`config.mk`:
```
export PLATFORM = sky130hd
export DESIGN_NAME = itp_target
export DESIGN_NICKNAME = d
export VERILOG_FILES = /design/src/itp_pkg.sv /design/src/itp_target.sv /design/src/itp_sync.sv /design/src/itp_strap.sv
export SDC_FILE = /design/constraint.sdc
export NUM_CORES = 1
export LEC_CHECK = 0
export ABC_CLOCK_PERIOD_IN_PS = 1900
export BUFFER_PORTS_ARGS = -buffer_cell sky130_fd_sc_hd__clkbuf_2
export CAP_MARGIN = 20
export CORE_UTILIZATION = 50
export DETAILED_ROUTE_END_ITERATION = 12
export GPL_TIMING_DRIVEN = 1
export MAX_ROUTING_LAYER = met4
export PLACE_DENSITY_LB_ADDON = 0.05
export SYNTH_ARGS = -nofsm -noshare
export SYNTH_HDL_FRONTEND = slang
export SYNTH_SLANG_ARGS = --single-unit
```
`constraint.sdc`:
```
create_clock -name core_clk -period 1.9 [get_ports core_clk]
set_input_delay 0.38 -clock core_clk [delete_from_list [all_inputs] [get_ports core_clk]]
set_output_delay 0.38 -clock core_clk [all_outputs]
set_load 0.02 [all_outputs]
```
`src/itp_pkg.sv`:
```
// Shared constants and types of the two-wire target register port
package itp_pkg;

  // ----------------------------------------------------------------
  // Address decode
  // ----------------------------------------------------------------
  localparam logic [3:0] TGT_ADDR_HI = 4'h9;
  localparam logic [6:0] BCAST_ADDR = 7'h47;
  localparam logic [6:0] GCALL_ADDR = 7'h00;
  localparam logic [7:0] GCALL_RESET_BYTE = 8'h06;
  localparam logic RW_WRITE = 1'h0;
  localparam logic RW_READ = 1'h1;

  // ----------------------------------------------------------------
  // Strap connection codes
  // ----------------------------------------------------------------
  localparam logic [2:0] STRAP_GND = 3'h0;
  localparam logic [2:0] STRAP_VDD = 3'h1;
  localparam logic [2:0] STRAP_SDA = 3'h2;
  localparam logic [2:0] STRAP_SCL = 3'h3;

  // ----------------------------------------------------------------
  // Byte framing
  // ----------------------------------------------------------------
  localparam logic [3:0] BIT_CNT_RST = 4'h0;
  localparam logic [3:0] RX_LAST_BIT = 4'h8;
  localparam logic [3:0] TX_LAST_BIT = 4'h7;
  localparam logic [1:0] IDX_ADDR = 2'h0;
  localparam logic [1:0] IDX_CMD = 2'h1;
  localparam logic [1:0] IDX_HIGH = 2'h2;
  localparam logic [1:0] IDX_LOW = 2'h3;

  // ----------------------------------------------------------------
  // Reset values
  // ----------------------------------------------------------------
  localparam logic [7:0] BYTE_RST = 8'h00;
  localparam logic [15:0] WORD_RST = 16'h0000;
  localparam logic [2:0] SYNC_RST = 3'h7;

  // ----------------------------------------------------------------
  // Address classes, byte engine states and interface modes
  // ----------------------------------------------------------------
  typedef enum logic [1:0] {
    ITP_HIT_NONE,
    ITP_HIT_OWN,
    ITP_HIT_BCAST,
    ITP_HIT_GCALL
  } itp_hit_t;

  typedef enum {
    ITP_ST_IDLE,
    ITP_ST_RX,
    ITP_ST_ACK,
    ITP_ST_TX,
    ITP_ST_TXACK,
    ITP_ST_WAIT
  } itp_state_t;

  typedef enum {
    ITP_MODE_NONE,
    ITP_MODE_I2C,
    ITP_MODE_SPI
  } itp_mode_t;

endpackage

```
`src/itp_target.sv`:
```
// Two-wire serial target that writes and reads 16-bit register values
//
// Contract
// - Decode seven-bit addresses only, never ten-bit
// - Same protocol at 100k, 400k, 1M
// - General call 0x00 then 0x06 resets
// - Reset pulse at ack rise after 0x06
// - Start is SDA falling while SCL high
// - Stop releases bus, await start and address
// - Seven address bits MSB first, then direction
// - Acknowledge own, broadcast or general call address, SDA low
// - Eight bits plus receiver's acknowledge per byte
// - Receive on write, transmit register on read
// - Address, command, high, low bytes, all acked
// - Update only after both data bytes
// - Update on SCL fall ending last ack
// - Upper address bits fixed at 1001
// - Strap connection gives low three bits
// - Strap sampled in first byte, latched
// - Acknowledge broadcast 1000111 with write direction
// - Broadcast never acknowledged for read
// - Read: command write, restart, high then low
// - First seen interface type locks until power
`timescale 1ns/100ps
module itp_target (
  // Clock and reset
  input wire logic core_clk,
  input wire logic rst,
  // Bus pins, open drain data
  input wire logic scl_in,
  input wire logic sda_in,
  output logic sda_out,
  output logic sda_oe,
  // Address strap pin
  input wire logic addr_strap_pin,
  // Interface type selection
  input wire logic spi_seen,
  output logic i2c_locked,
  // Register write port
  output logic wr_valid,
  output logic wr_broadcast,
  output logic [7:0] wr_cmd,
  output logic [15:0] wr_data,
  // Register read port
  output logic [7:0] rd_cmd,
  input wire logic [15:0] rd_data,
  // General call reset
  output logic gc_reset
);

  // ----------------------------------------------------------------
  // Pin sampling and bus conditions
  // ----------------------------------------------------------------
  logic [2:0] pin_sync;
  logic scl_s;
  logic sda_s;
  logic strap_s;
  logic scl_prev_q;
  logic sda_prev_q;
  logic scl_rise;
  logic scl_fall;
  logic start_det;
  logic stop_det;

  itp_sync u_sync (
    .core_clk(core_clk),
    .rst(rst),
    .pin_in({addr_strap_pin, sda_in, scl_in}),
    .pin_sync(pin_sync)
  );

  assign scl_s = pin_sync[0];
  assign sda_s = pin_sync[1];
  assign strap_s = pin_sync[2];

  // Sampling at 4 ns resolves every bus speed alike
  always_ff @(posedge core_clk) begin
    if (rst) begin
      scl_prev_q <= 1'b1;
      sda_prev_q <= 1'b1;
    end else begin
      scl_prev_q <= scl_s;
      sda_prev_q <= sda_s;
    end
  end

  assign scl_rise = scl_s && !scl_prev_q;
  assign scl_fall = !scl_s && scl_prev_q;
  // SDA may only move under low SCL, so any move under high SCL
  // is a bus condition
  assign start_det = scl_s && scl_prev_q && sda_prev_q && !sda_s;
  assign stop_det = scl_s && scl_prev_q && !sda_prev_q && sda_s;

  // ----------------------------------------------------------------
  // Interface type lock
  // ----------------------------------------------------------------
  itp_pkg::itp_mode_t mode_q;
  logic bus_start;
  logic bus_stop;

  always_ff @(posedge core_clk) begin
    if (rst) begin
      mode_q <= itp_pkg::ITP_MODE_NONE;
    end else if (mode_q == itp_pkg::ITP_MODE_NONE) begin
      if (start_det) begin
        mode_q <= itp_pkg::ITP_MODE_I2C;
      end else if (spi_seen) begin
        mode_q <= itp_pkg::ITP_MODE_SPI;
      end
    end
  end

  assign bus_start = start_det && (mode_q != itp_pkg::ITP_MODE_SPI);
  assign bus_stop = stop_det && (mode_q != itp_pkg::ITP_MODE_SPI);
  assign i2c_locked = (mode_q == itp_pkg::ITP_MODE_I2C);

  // ----------------------------------------------------------------
  // Address strap
  // ----------------------------------------------------------------
  itp_pkg::itp_state_t state_q;
  logic [1:0] idx_q;
  logic [2:0] strap_code;
  logic first_byte;

  assign first_byte = (state_q == itp_pkg::ITP_ST_RX) &&
                      (idx_q == itp_pkg::IDX_ADDR);

  itp_strap u_strap (
    .core_clk(core_clk),
    .rst(rst),
    .frame_start(bus_start),
    .first_byte(first_byte),
    .scl_rise(scl_rise),
    .scl_fall(scl_fall),
    .scl_lvl(scl_s),
    .sda_lvl(sda_s),
    .strap_lvl(strap_s),
    .strap_code(strap_code)
  );

  // ----------------------------------------------------------------
  // Address classification
  // ----------------------------------------------------------------
  function automatic itp_pkg::itp_hit_t addr_class(
    input logic [7:0] abyte,
    input logic [2:0] strap
  );
    itp_pkg::itp_hit_t hit;
    hit = itp_pkg::ITP_HIT_NONE;
    // Ten-bit headers never fall in the 1001 group
    if (abyte[7:1] == {itp_pkg::TGT_ADDR_HI, strap}) begin
      hit = itp_pkg::ITP_HIT_OWN;
    end else if (abyte == {itp_pkg::BCAST_ADDR, itp_pkg::RW_WRITE}) begin
      hit = itp_pkg::ITP_HIT_BCAST;
    end else if (abyte == {itp_pkg::GCALL_ADDR, itp_pkg::RW_WRITE}) begin
      hit = itp_pkg::ITP_HIT_GCALL;
    end
    return hit;
  endfunction

  // ----------------------------------------------------------------
  // Byte engine
  // ----------------------------------------------------------------
  logic [3:0] bit_q;
  logic [7:0] shift_q;
  logic [15:0] tx_q;
  logic rw_q;
  logic bcast_q;
  logic gcall_q;
  logic tx_low_q;
  logic host_ack_q;
  logic sda_oe_q;
  logic rx_done;
  logic ack_rise;
  logic ack_fall;
  itp_pkg::itp_hit_t hit;

  assign rx_done = (state_q == itp_pkg::ITP_ST_RX) && scl_fall &&
                   (bit_q == itp_pkg::RX_LAST_BIT);
  assign ack_rise = (state_q == itp_pkg::ITP_ST_ACK) && scl_rise;
  assign ack_fall = (state_q == itp_pkg::ITP_ST_ACK) && scl_fall;
  assign hit = addr_class(shift_q, strap_code);

  always_ff @(posedge core_clk) begin
    if (rst) begin
      state_q <= itp_pkg::ITP_ST_IDLE;
      bit_q <= itp_pkg::BIT_CNT_RST;
      idx_q <= itp_pkg::IDX_ADDR;
      shift_q <= itp_pkg::BYTE_RST;
      tx_q <= itp_pkg::WORD_RST;
      rw_q <= itp_pkg::RW_WRITE;
      bcast_q <= 1'b0;
      gcall_q <= 1'b0;
      tx_low_q <= 1'b0;
      host_ack_q <= 1'b0;
      sda_oe_q <= 1'b0;
    end else if (bus_start) begin
      // A restart goes back to the address byte; the captured command stays for the read
      state_q <= itp_pkg::ITP_ST_RX;
      bit_q <= itp_pkg::BIT_CNT_RST;
      idx_q <= itp_pkg::IDX_ADDR;
      sda_oe_q <= 1'b0;
    end else if (bus_stop) begin
      state_q <= itp_pkg::ITP_ST_IDLE;
      sda_oe_q <= 1'b0;
    end else begin
      case (state_q)
        itp_pkg::ITP_ST_RX: begin
          if (scl_rise) begin
            shift_q <= {shift_q[6:0], sda_s};
            bit_q <= bit_q + 4'h1;
          end else if (rx_done) begin
            if (idx_q == itp_pkg::IDX_ADDR) begin
              rw_q <= shift_q[0];
              bcast_q <= (hit == itp_pkg::ITP_HIT_BCAST);
              gcall_q <= (hit == itp_pkg::ITP_HIT_GCALL);
              if (hit != itp_pkg::ITP_HIT_NONE) begin
                state_q <= itp_pkg::ITP_ST_ACK;
                sda_oe_q <= 1'b1;
              end else begin
                state_q <= itp_pkg::ITP_ST_WAIT;
              end
            end else if (gcall_q &&
                         shift_q != itp_pkg::GCALL_RESET_BYTE) begin
              state_q <= itp_pkg::ITP_ST_WAIT;
            end else begin
              state_q <= itp_pkg::ITP_ST_ACK;
              sda_oe_q <= 1'b1;
            end
          end
        end
        itp_pkg::ITP_ST_ACK: begin
          if (ack_fall) begin
            sda_oe_q <= 1'b0;
            bit_q <= itp_pkg::BIT_CNT_RST;
            if (idx_q == itp_pkg::IDX_ADDR && rw_q == itp_pkg::RW_READ) begin
              // High byte first goes out as soon as SCL is low
              state_q <= itp_pkg::ITP_ST_TX;
              tx_q <= rd_data;
              tx_low_q <= 1'b0;
              sda_oe_q <= !rd_data[15];
            end else if (gcall_q && idx_q == itp_pkg::IDX_CMD) begin
              state_q <= itp_pkg::ITP_ST_WAIT;
            end else begin
              state_q <= itp_pkg::ITP_ST_RX;
              // Further byte pairs are further updates
              if (idx_q == itp_pkg::IDX_LOW) begin
                idx_q <= itp_pkg::IDX_HIGH;
              end else begin
                idx_q <= idx_q + 2'h1;
              end
            end
          end
        end
        itp_pkg::ITP_ST_TX: begin
          if (scl_fall) begin
            tx_q <= {tx_q[14:0], 1'b0};
            bit_q <= bit_q + 4'h1;
            // Data moves only while SCL is low
            if (bit_q == itp_pkg::TX_LAST_BIT) begin
              state_q <= itp_pkg::ITP_ST_TXACK;
              sda_oe_q <= 1'b0;
            end else begin
              sda_oe_q <= !tx_q[14];
            end
          end
        end
        itp_pkg::ITP_ST_TXACK: begin
          if (scl_rise) begin
            host_ack_q <= !sda_s;
          end else if (scl_fall) begin
            bit_q <= itp_pkg::BIT_CNT_RST;
            if (host_ack_q && !tx_low_q) begin
              state_q <= itp_pkg::ITP_ST_TX;
              tx_low_q <= 1'b1;
              sda_oe_q <= !tx_q[15];
            end else begin
              state_q <= itp_pkg::ITP_ST_WAIT;
            end
          end
        end
        itp_pkg::ITP_ST_IDLE,
        itp_pkg::ITP_ST_WAIT: begin
          sda_oe_q <= 1'b0;
        end
        default: begin
          state_q <= itp_pkg::ITP_ST_IDLE;
          sda_oe_q <= 1'b0;
        end
      endcase
    end
  end

  // ----------------------------------------------------------------
  // Command and data capture
  // ----------------------------------------------------------------
  logic [7:0] cmd_q;
  logic [7:0] high_q;

  always_ff @(posedge core_clk) begin
    if (rst) begin
      cmd_q <= itp_pkg::BYTE_RST;
      high_q <= itp_pkg::BYTE_RST;
    end else if (rx_done && !gcall_q) begin
      if (idx_q == itp_pkg::IDX_CMD) begin
        cmd_q <= shift_q;
      end else if (idx_q == itp_pkg::IDX_HIGH) begin
        high_q <= shift_q;
      end
    end
  end

  // ----------------------------------------------------------------
  // Update and reset strobes
  // ----------------------------------------------------------------
  logic wr_valid_q;
  logic wr_bcast_q;
  logic [7:0] wr_cmd_q;
  logic [15:0] wr_data_q;
  logic gc_reset_q;
  logic do_update;

  assign do_update = ack_fall && !gcall_q && rw_q == itp_pkg::RW_WRITE &&
                     idx_q == itp_pkg::IDX_LOW;

  always_ff @(posedge core_clk) begin
    if (rst) begin
      wr_valid_q <= 1'b0;
      wr_bcast_q <= 1'b0;
      wr_cmd_q <= itp_pkg::BYTE_RST;
      wr_data_q <= itp_pkg::WORD_RST;
    end else begin
      wr_valid_q <= do_update;
      if (do_update) begin
        wr_bcast_q <= bcast_q;
        wr_cmd_q <= cmd_q;
        wr_data_q <= {high_q, shift_q};
      end
    end
  end

  always_ff @(posedge core_clk) begin
    if (rst) begin
      gc_reset_q <= 1'b0;
    end else begin
      gc_reset_q <= ack_rise && gcall_q && idx_q == itp_pkg::IDX_CMD;
    end
  end

  // ----------------------------------------------------------------
  // Outputs
  // ----------------------------------------------------------------
  assign sda_out = 1'b0;
  assign sda_oe = sda_oe_q;
  assign wr_valid = wr_valid_q;
  assign wr_broadcast = wr_bcast_q;
  assign wr_cmd = wr_cmd_q;
  assign wr_data = wr_data_q;
  assign rd_cmd = cmd_q;
  assign gc_reset = gc_reset_q;

endmodule

```
`src/itp_sync.sv`:
```
// Two-stage synchroniser for the serial clock, data and strap pins
`timescale 1ns/100ps
module itp_sync (
  // Clock and reset
  input wire logic core_clk,
  input wire logic rst,
  // Asynchronous pins
  input wire logic [2:0] pin_in,
  // Synchronised levels
  output logic [2:0] pin_sync
);

  logic [2:0] meta_q;
  logic [2:0] sync_q;

  // Idle bus lines are pulled high, so reset to high
  always_ff @(posedge core_clk) begin
    if (rst) begin
      meta_q <= itp_pkg::SYNC_RST;
      sync_q <= itp_pkg::SYNC_RST;
    end else begin
      meta_q <= pin_in;
      sync_q <= meta_q;
    end
  end

  assign pin_sync = sync_q;

endmodule

```
`src/itp_strap.sv`:
```
// Strap pin connection detector for the low target address bits
`timescale 1ns/100ps
module itp_strap (
  // Clock and reset
  input wire logic core_clk,
  input wire logic rst,
  // Frame control
  input wire logic frame_start,
  input wire logic first_byte,
  // Bus events and levels
  input wire logic scl_rise,
  input wire logic scl_fall,
  input wire logic scl_lvl,
  input wire logic sda_lvl,
  input wire logic strap_lvl,
  // Decoded low address bits
  output logic [2:0] strap_code
);

  logic seen_low_q;
  logic seen_high_q;
  logic diff_scl_q;
  logic diff_sda_q;
  logic [2:0] code_q;

  // Watch the strap against both bus lines through the first byte
  always_ff @(posedge core_clk) begin
    if (rst || frame_start) begin
      seen_low_q <= 1'b0;
      seen_high_q <= 1'b0;
      diff_scl_q <= 1'b0;
      diff_sda_q <= 1'b0;
    end else if (first_byte && (scl_rise || scl_fall)) begin
      if (strap_lvl) begin
        seen_high_q <= 1'b1;
      end else begin
        seen_low_q <= 1'b1;
      end
      if (strap_lvl != scl_lvl) begin
        diff_scl_q <= 1'b1;
      end
      if (scl_rise && (strap_lvl != sda_lvl)) begin
        diff_sda_q <= 1'b1;
      end
    end
  end

  // Flags freeze after the first byte, so the code stays latched
  always_ff @(posedge core_clk) begin
    if (rst) begin
      code_q <= itp_pkg::STRAP_GND;
    end else if (!seen_high_q) begin
      code_q <= itp_pkg::STRAP_GND;
    end else if (!seen_low_q) begin
      code_q <= itp_pkg::STRAP_VDD;
    end else if (!diff_scl_q) begin
      code_q <= itp_pkg::STRAP_SCL;
    end else begin
      code_q <= itp_pkg::STRAP_SDA;
    end
  end

  assign strap_code = code_q;

endmodule

```
==> summary.md <==
- **Die Span X** 96.3 µm
- **Final ANT Viol Nets** 0
- **power density relative to cell area** 688 mW/mm²
- **number of cell instances on the worst register-to-register path** 8
- **max-slew headroom at the worst pin** 64.1%
- **placed insts** 613
- **Initial Utilization** 51.3%
- **part of the Yosys area used for sequential elements** 43.6%
- **clock insertion delay at the later pin of the skew report** 0.35 ns
- **Area after DPL** 0.00493 mm²
- **most common cell in the netlist** sky130_fd_sc_hd__dfxtp_1
- **clock net sink count** 97
- **period utilization** 95.4%
- **total global-route track usage** 21.2%
- **number of endpoints failing setup at the final stage** 0
- **via count of the routed design** 3439
- **final hold violations** 0
- **area of the placeable core** 0.00868 mm²
- **drt initial violations** 123
- **antenna violations before repair** 0
- **total gr overflow** 0
- **CP Launch Point** scl_prev_q
- **NumNets Final** 545
- **Worst-path clk slew** 0.10 ns
- **Routed WL per cell** 14.8 µm
- **Yosys top cell area share** 43.6%
- **Max Clk Rate** 552 MHz
- **top cells by area, synth** sky130_fd_sc_hd__dfxtp_1, sky130_fd_sc_hd__mux2i_1, sky130_fd_sc_hd__nor2_1, sky130_fd_sc_hd__a211oi_2, sky130_fd_sc_hd__a21oi_1
- **share of the core filled with cells in the final layout** 59.7%
- **final routed wirelength across all metal layers** 9360 µm
- **share of flip-flops with an asynchronous set or reset** 0%
- **commonest register cell after synthesis** sky130_fd_sc_hd__dfxtp_1
- **number of vias per cell after detailed routing** 5.45
- **summed instance area of the synthesized netlist** 0.00445 mm²
- **transition at the pin with the smallest max-transition slack** 0.536 ns
- **clock tree from TritonCTS** done
- **final instance area** 0.00518 mm²
- **count of pins over their slew limit** 0
- **number of flops mapped to enable cells by yosys** 0
- **worst r2r dst** state_q[0]
- **HP Class** in2reg
- **placed wire-length estimate after detailed placement** 6310 µm
- **crit path DAT** 2.10 ns
- **post-synthesis area per instance** 9.87 µm²
- **Netlist cell types** 60
- **first-pass GRT wire length** 14800 µm
- **cell count after synthesis** 451
- **capture point of the worst path** state_q[0]
- **library cell occupying the most area in the post-synthesis netlist** sky130_fd_sc_hd__dfxtp_1
- **overall power consumption** 3.56 mW
- **largest net degree at the start of global routing** 84
- **reported max-cap violation count** 0
- **CP Launch Type** flip-flop
- **routability congestion estimate from global placement** 0.840
- **Inserted Diodes** 0
- **Synth Net Count** 478
- **overall die height** 96.3 µm
- **number of clock buffers inserted by TritonCTS** 9
- **Worst Hold Margin** 0.201 ns
- **P&R area growth vs syn** 16.4%
- **commonest cells in the netlist** sky130_fd_sc_hd__dfxtp_1, sky130_fd_sc_hd__nor2_1, sky130_fd_sc_hd__mux2i_1
- **PortBufs** 58
- **post-synthesis sequential element count** 97
- **shortest period the worst path allows** 1.81 ns
- **number of search-and-repair iterations in the first detailed-routing pass** 4
- **quantity of hold-fixing buffers added after cts** 0
- **layout cell share with drive strength beyond 1** 31.0%
- **status** finished clean
- **CTS max path bufs** 2
- **DRC violation count after routing** 0
- **number of global-route vias before repair** 3051
- **worst setup skew after layout** 0.00998 ns
- **total number of yosys warnings** 0
- **Total Die Area** 0.00928 mm²
- **fill cell count** 807
- **type of destination of the critical path** flip-flop
- **depth of the CTS H-tree** 3
- **critical path type** reg2reg
- **Multi-input gate area** 0.00232 mm²
- **source of the worst register-to-register timing path** scl_prev_q
- **root cell of the clock tree** sky130_fd_sc_hd__clkbuf_8
- **flip-flop and latch area** 0.00195 mm²
- **slack of the worst reg-to-reg path** 0.09 ns
- **highest fanout seen on the critical path** 11
- **filler-free cell count of the finished design** 631
- **number of standard-cell rows in the floorplan** 34
- **VDD IR max** 0.000442 V
- **Crit path required time** 2.19 ns
- **number of top-level pins** 60
- **Leakage Power** 2.54 nW
-- layout make-up --
class                           instances  share of cell area (%)
Clock inverter                          5                   0.773
Clock buffer                           11                    2.54
Tap cell                              108                    2.61
Sequential cell                        97                    37.6
Timing Repair Buffer                   86                    10.7
Multi-Input combinational cell        312                    44.9
Inverter                               12                   0.870
-- placed cells by master, fill, tap and decap left out, types with 3 or more instances in the layout --
master	instances
sky130_fd_sc_hd__a31oi_1	5
sky130_fd_sc_hd__nor2_2	14
sky130_fd_sc_hd__inv_1	12
sky130_fd_sc_hd__ha_1	4
sky130_fd_sc_hd__dfxtp_1	94
sky130_fd_sc_hd__or2_1	3
sky130_fd_sc_hd__a21oi_1	19
sky130_fd_sc_hd__clkbuf_8	9
sky130_fd_sc_hd__clkbuf_2	57
sky130_fd_sc_hd__nor3_1	7
sky130_fd_sc_hd__nor3b_1	4
sky130_fd_sc_hd__nand3_1	4
sky130_fd_sc_hd__nor3b_2	3
sky130_fd_sc_hd__and3_1	4
sky130_fd_sc_hd__mux2i_1	66
sky130_fd_sc_hd__clkinvlp_4	3
sky130_fd_sc_hd__o21ai_1	3
sky130_fd_sc_hd__nor2_1	69
sky130_fd_sc_hd__nand2b_1	10
sky130_fd_sc_hd__buf_12	3
sky130_fd_sc_hd__a211oi_2	16
sky130_fd_sc_hd__nor2b_1	4
sky130_fd_sc_hd__nand2_1	8
sky130_fd_sc_hd__or2_2	9
sky130_fd_sc_hd__o21ai_0	7
sky130_fd_sc_hd__nand4_1	4
sky130_fd_sc_hd__nand3b_1	3
sky130_fd_sc_hd__nand3_2	3
sky130_fd_sc_hd__buf_4	24
-- worst max-delay path, stage by stage (launching register included) --
cell and delay, ns:
sky130_fd_sc_hd__dfxtp_4 0.38, sky130_fd_sc_hd__inv_1 0.04, sky130_fd_sc_hd__ha_1 0.20, sky130_fd_sc_hd__buf_4 0.18, sky130_fd_sc_hd__nor3b_2 0.16, sky130_fd_sc_hd__o21ai_0 0.14, sky130_fd_sc_hd__a31o_1 0.23, sky130_fd_sc_hd__a311o_1 0.31
sky130_fd_sc_hd__a21oi_1 0.11
-- flip-flops by register name, indices dropped and copies added, names as in the netlist, 4 cells and up --
register,cells
high_q,8
wr_data,16
wr_cmd,8
rd_cmd,8
bit_q,4
tx_q,16
shift_q,8
-- timing repair --
item,4_1_cts,5_1_grt
resized for setup,0,11
buffers inserted,0,1
endpoints found under the hold margin,0,0
setup endpoints to repair,0,7
-- power breakdown --
group / switching, mW / internal [mW]
combinational: 0.165 / 0.121
sequential: 0.0163 / 2.05
clock: 0.725 / 0.485
-- worst min path at each step --
stage / slack, ns / endpoint / cells after the start / start
after floorplan: 0.39 / u_sync.pin_sync[0] / 1 / u_sync.meta_q[0]
after global placement: 0.39 / u_sync.pin_sync[1] / 1 / u_sync.meta_q[1]
after detailed placement: 0.40 / u_sync.pin_sync[1] / 1 / u_sync.meta_q[1]
after CTS: 0.19 / u_sync.meta_q[2] / 2 / addr_strap_pin
after global routing: 0.18 / u_sync.meta_q[1] / 2 / sda_in
final: 0.20 / u_sync.meta_q[1] / 2 / sda_in
-- cells by family (layout without fill, tap and decap cells) --
family / Yosys count / after routing / synth area share (%)
AOI/OAI and AO/OA: 68 / 68 / 11.9
adders and majority gates: 5 / 5 / 1.41
buffers and inverters: 42 / 114 / 5.03
xor gates and xnor gates: 4 / 4 / 0.788
muxes: 66 / 66 / 14.8
and+or+nand+nor: 168 / 168 / 22.3
other: 1 / 1 / 0.0843
DFF: 97 / 97 / 43.6
-- routing by layer --
metal  global-route usage [%]  vias up  wire [µm]
li1                         -     1717          -
met1                     28.0     1634       4460
met2                     32.7       79       4430
met3                     4.34        9        402
met4                     6.62        0         64
met5                        -        -          0
-- through the flow --
step	setup slack, ns	setup TNS, ns
after floorplan	0.187	0
after global placement	0.0856	0
after detailed placement	0.0277	0
after CTS	0.0105	0
after global routing	-0.0881	-0.212
final	0.0871	0
Power figures use the tool's default switching activity.
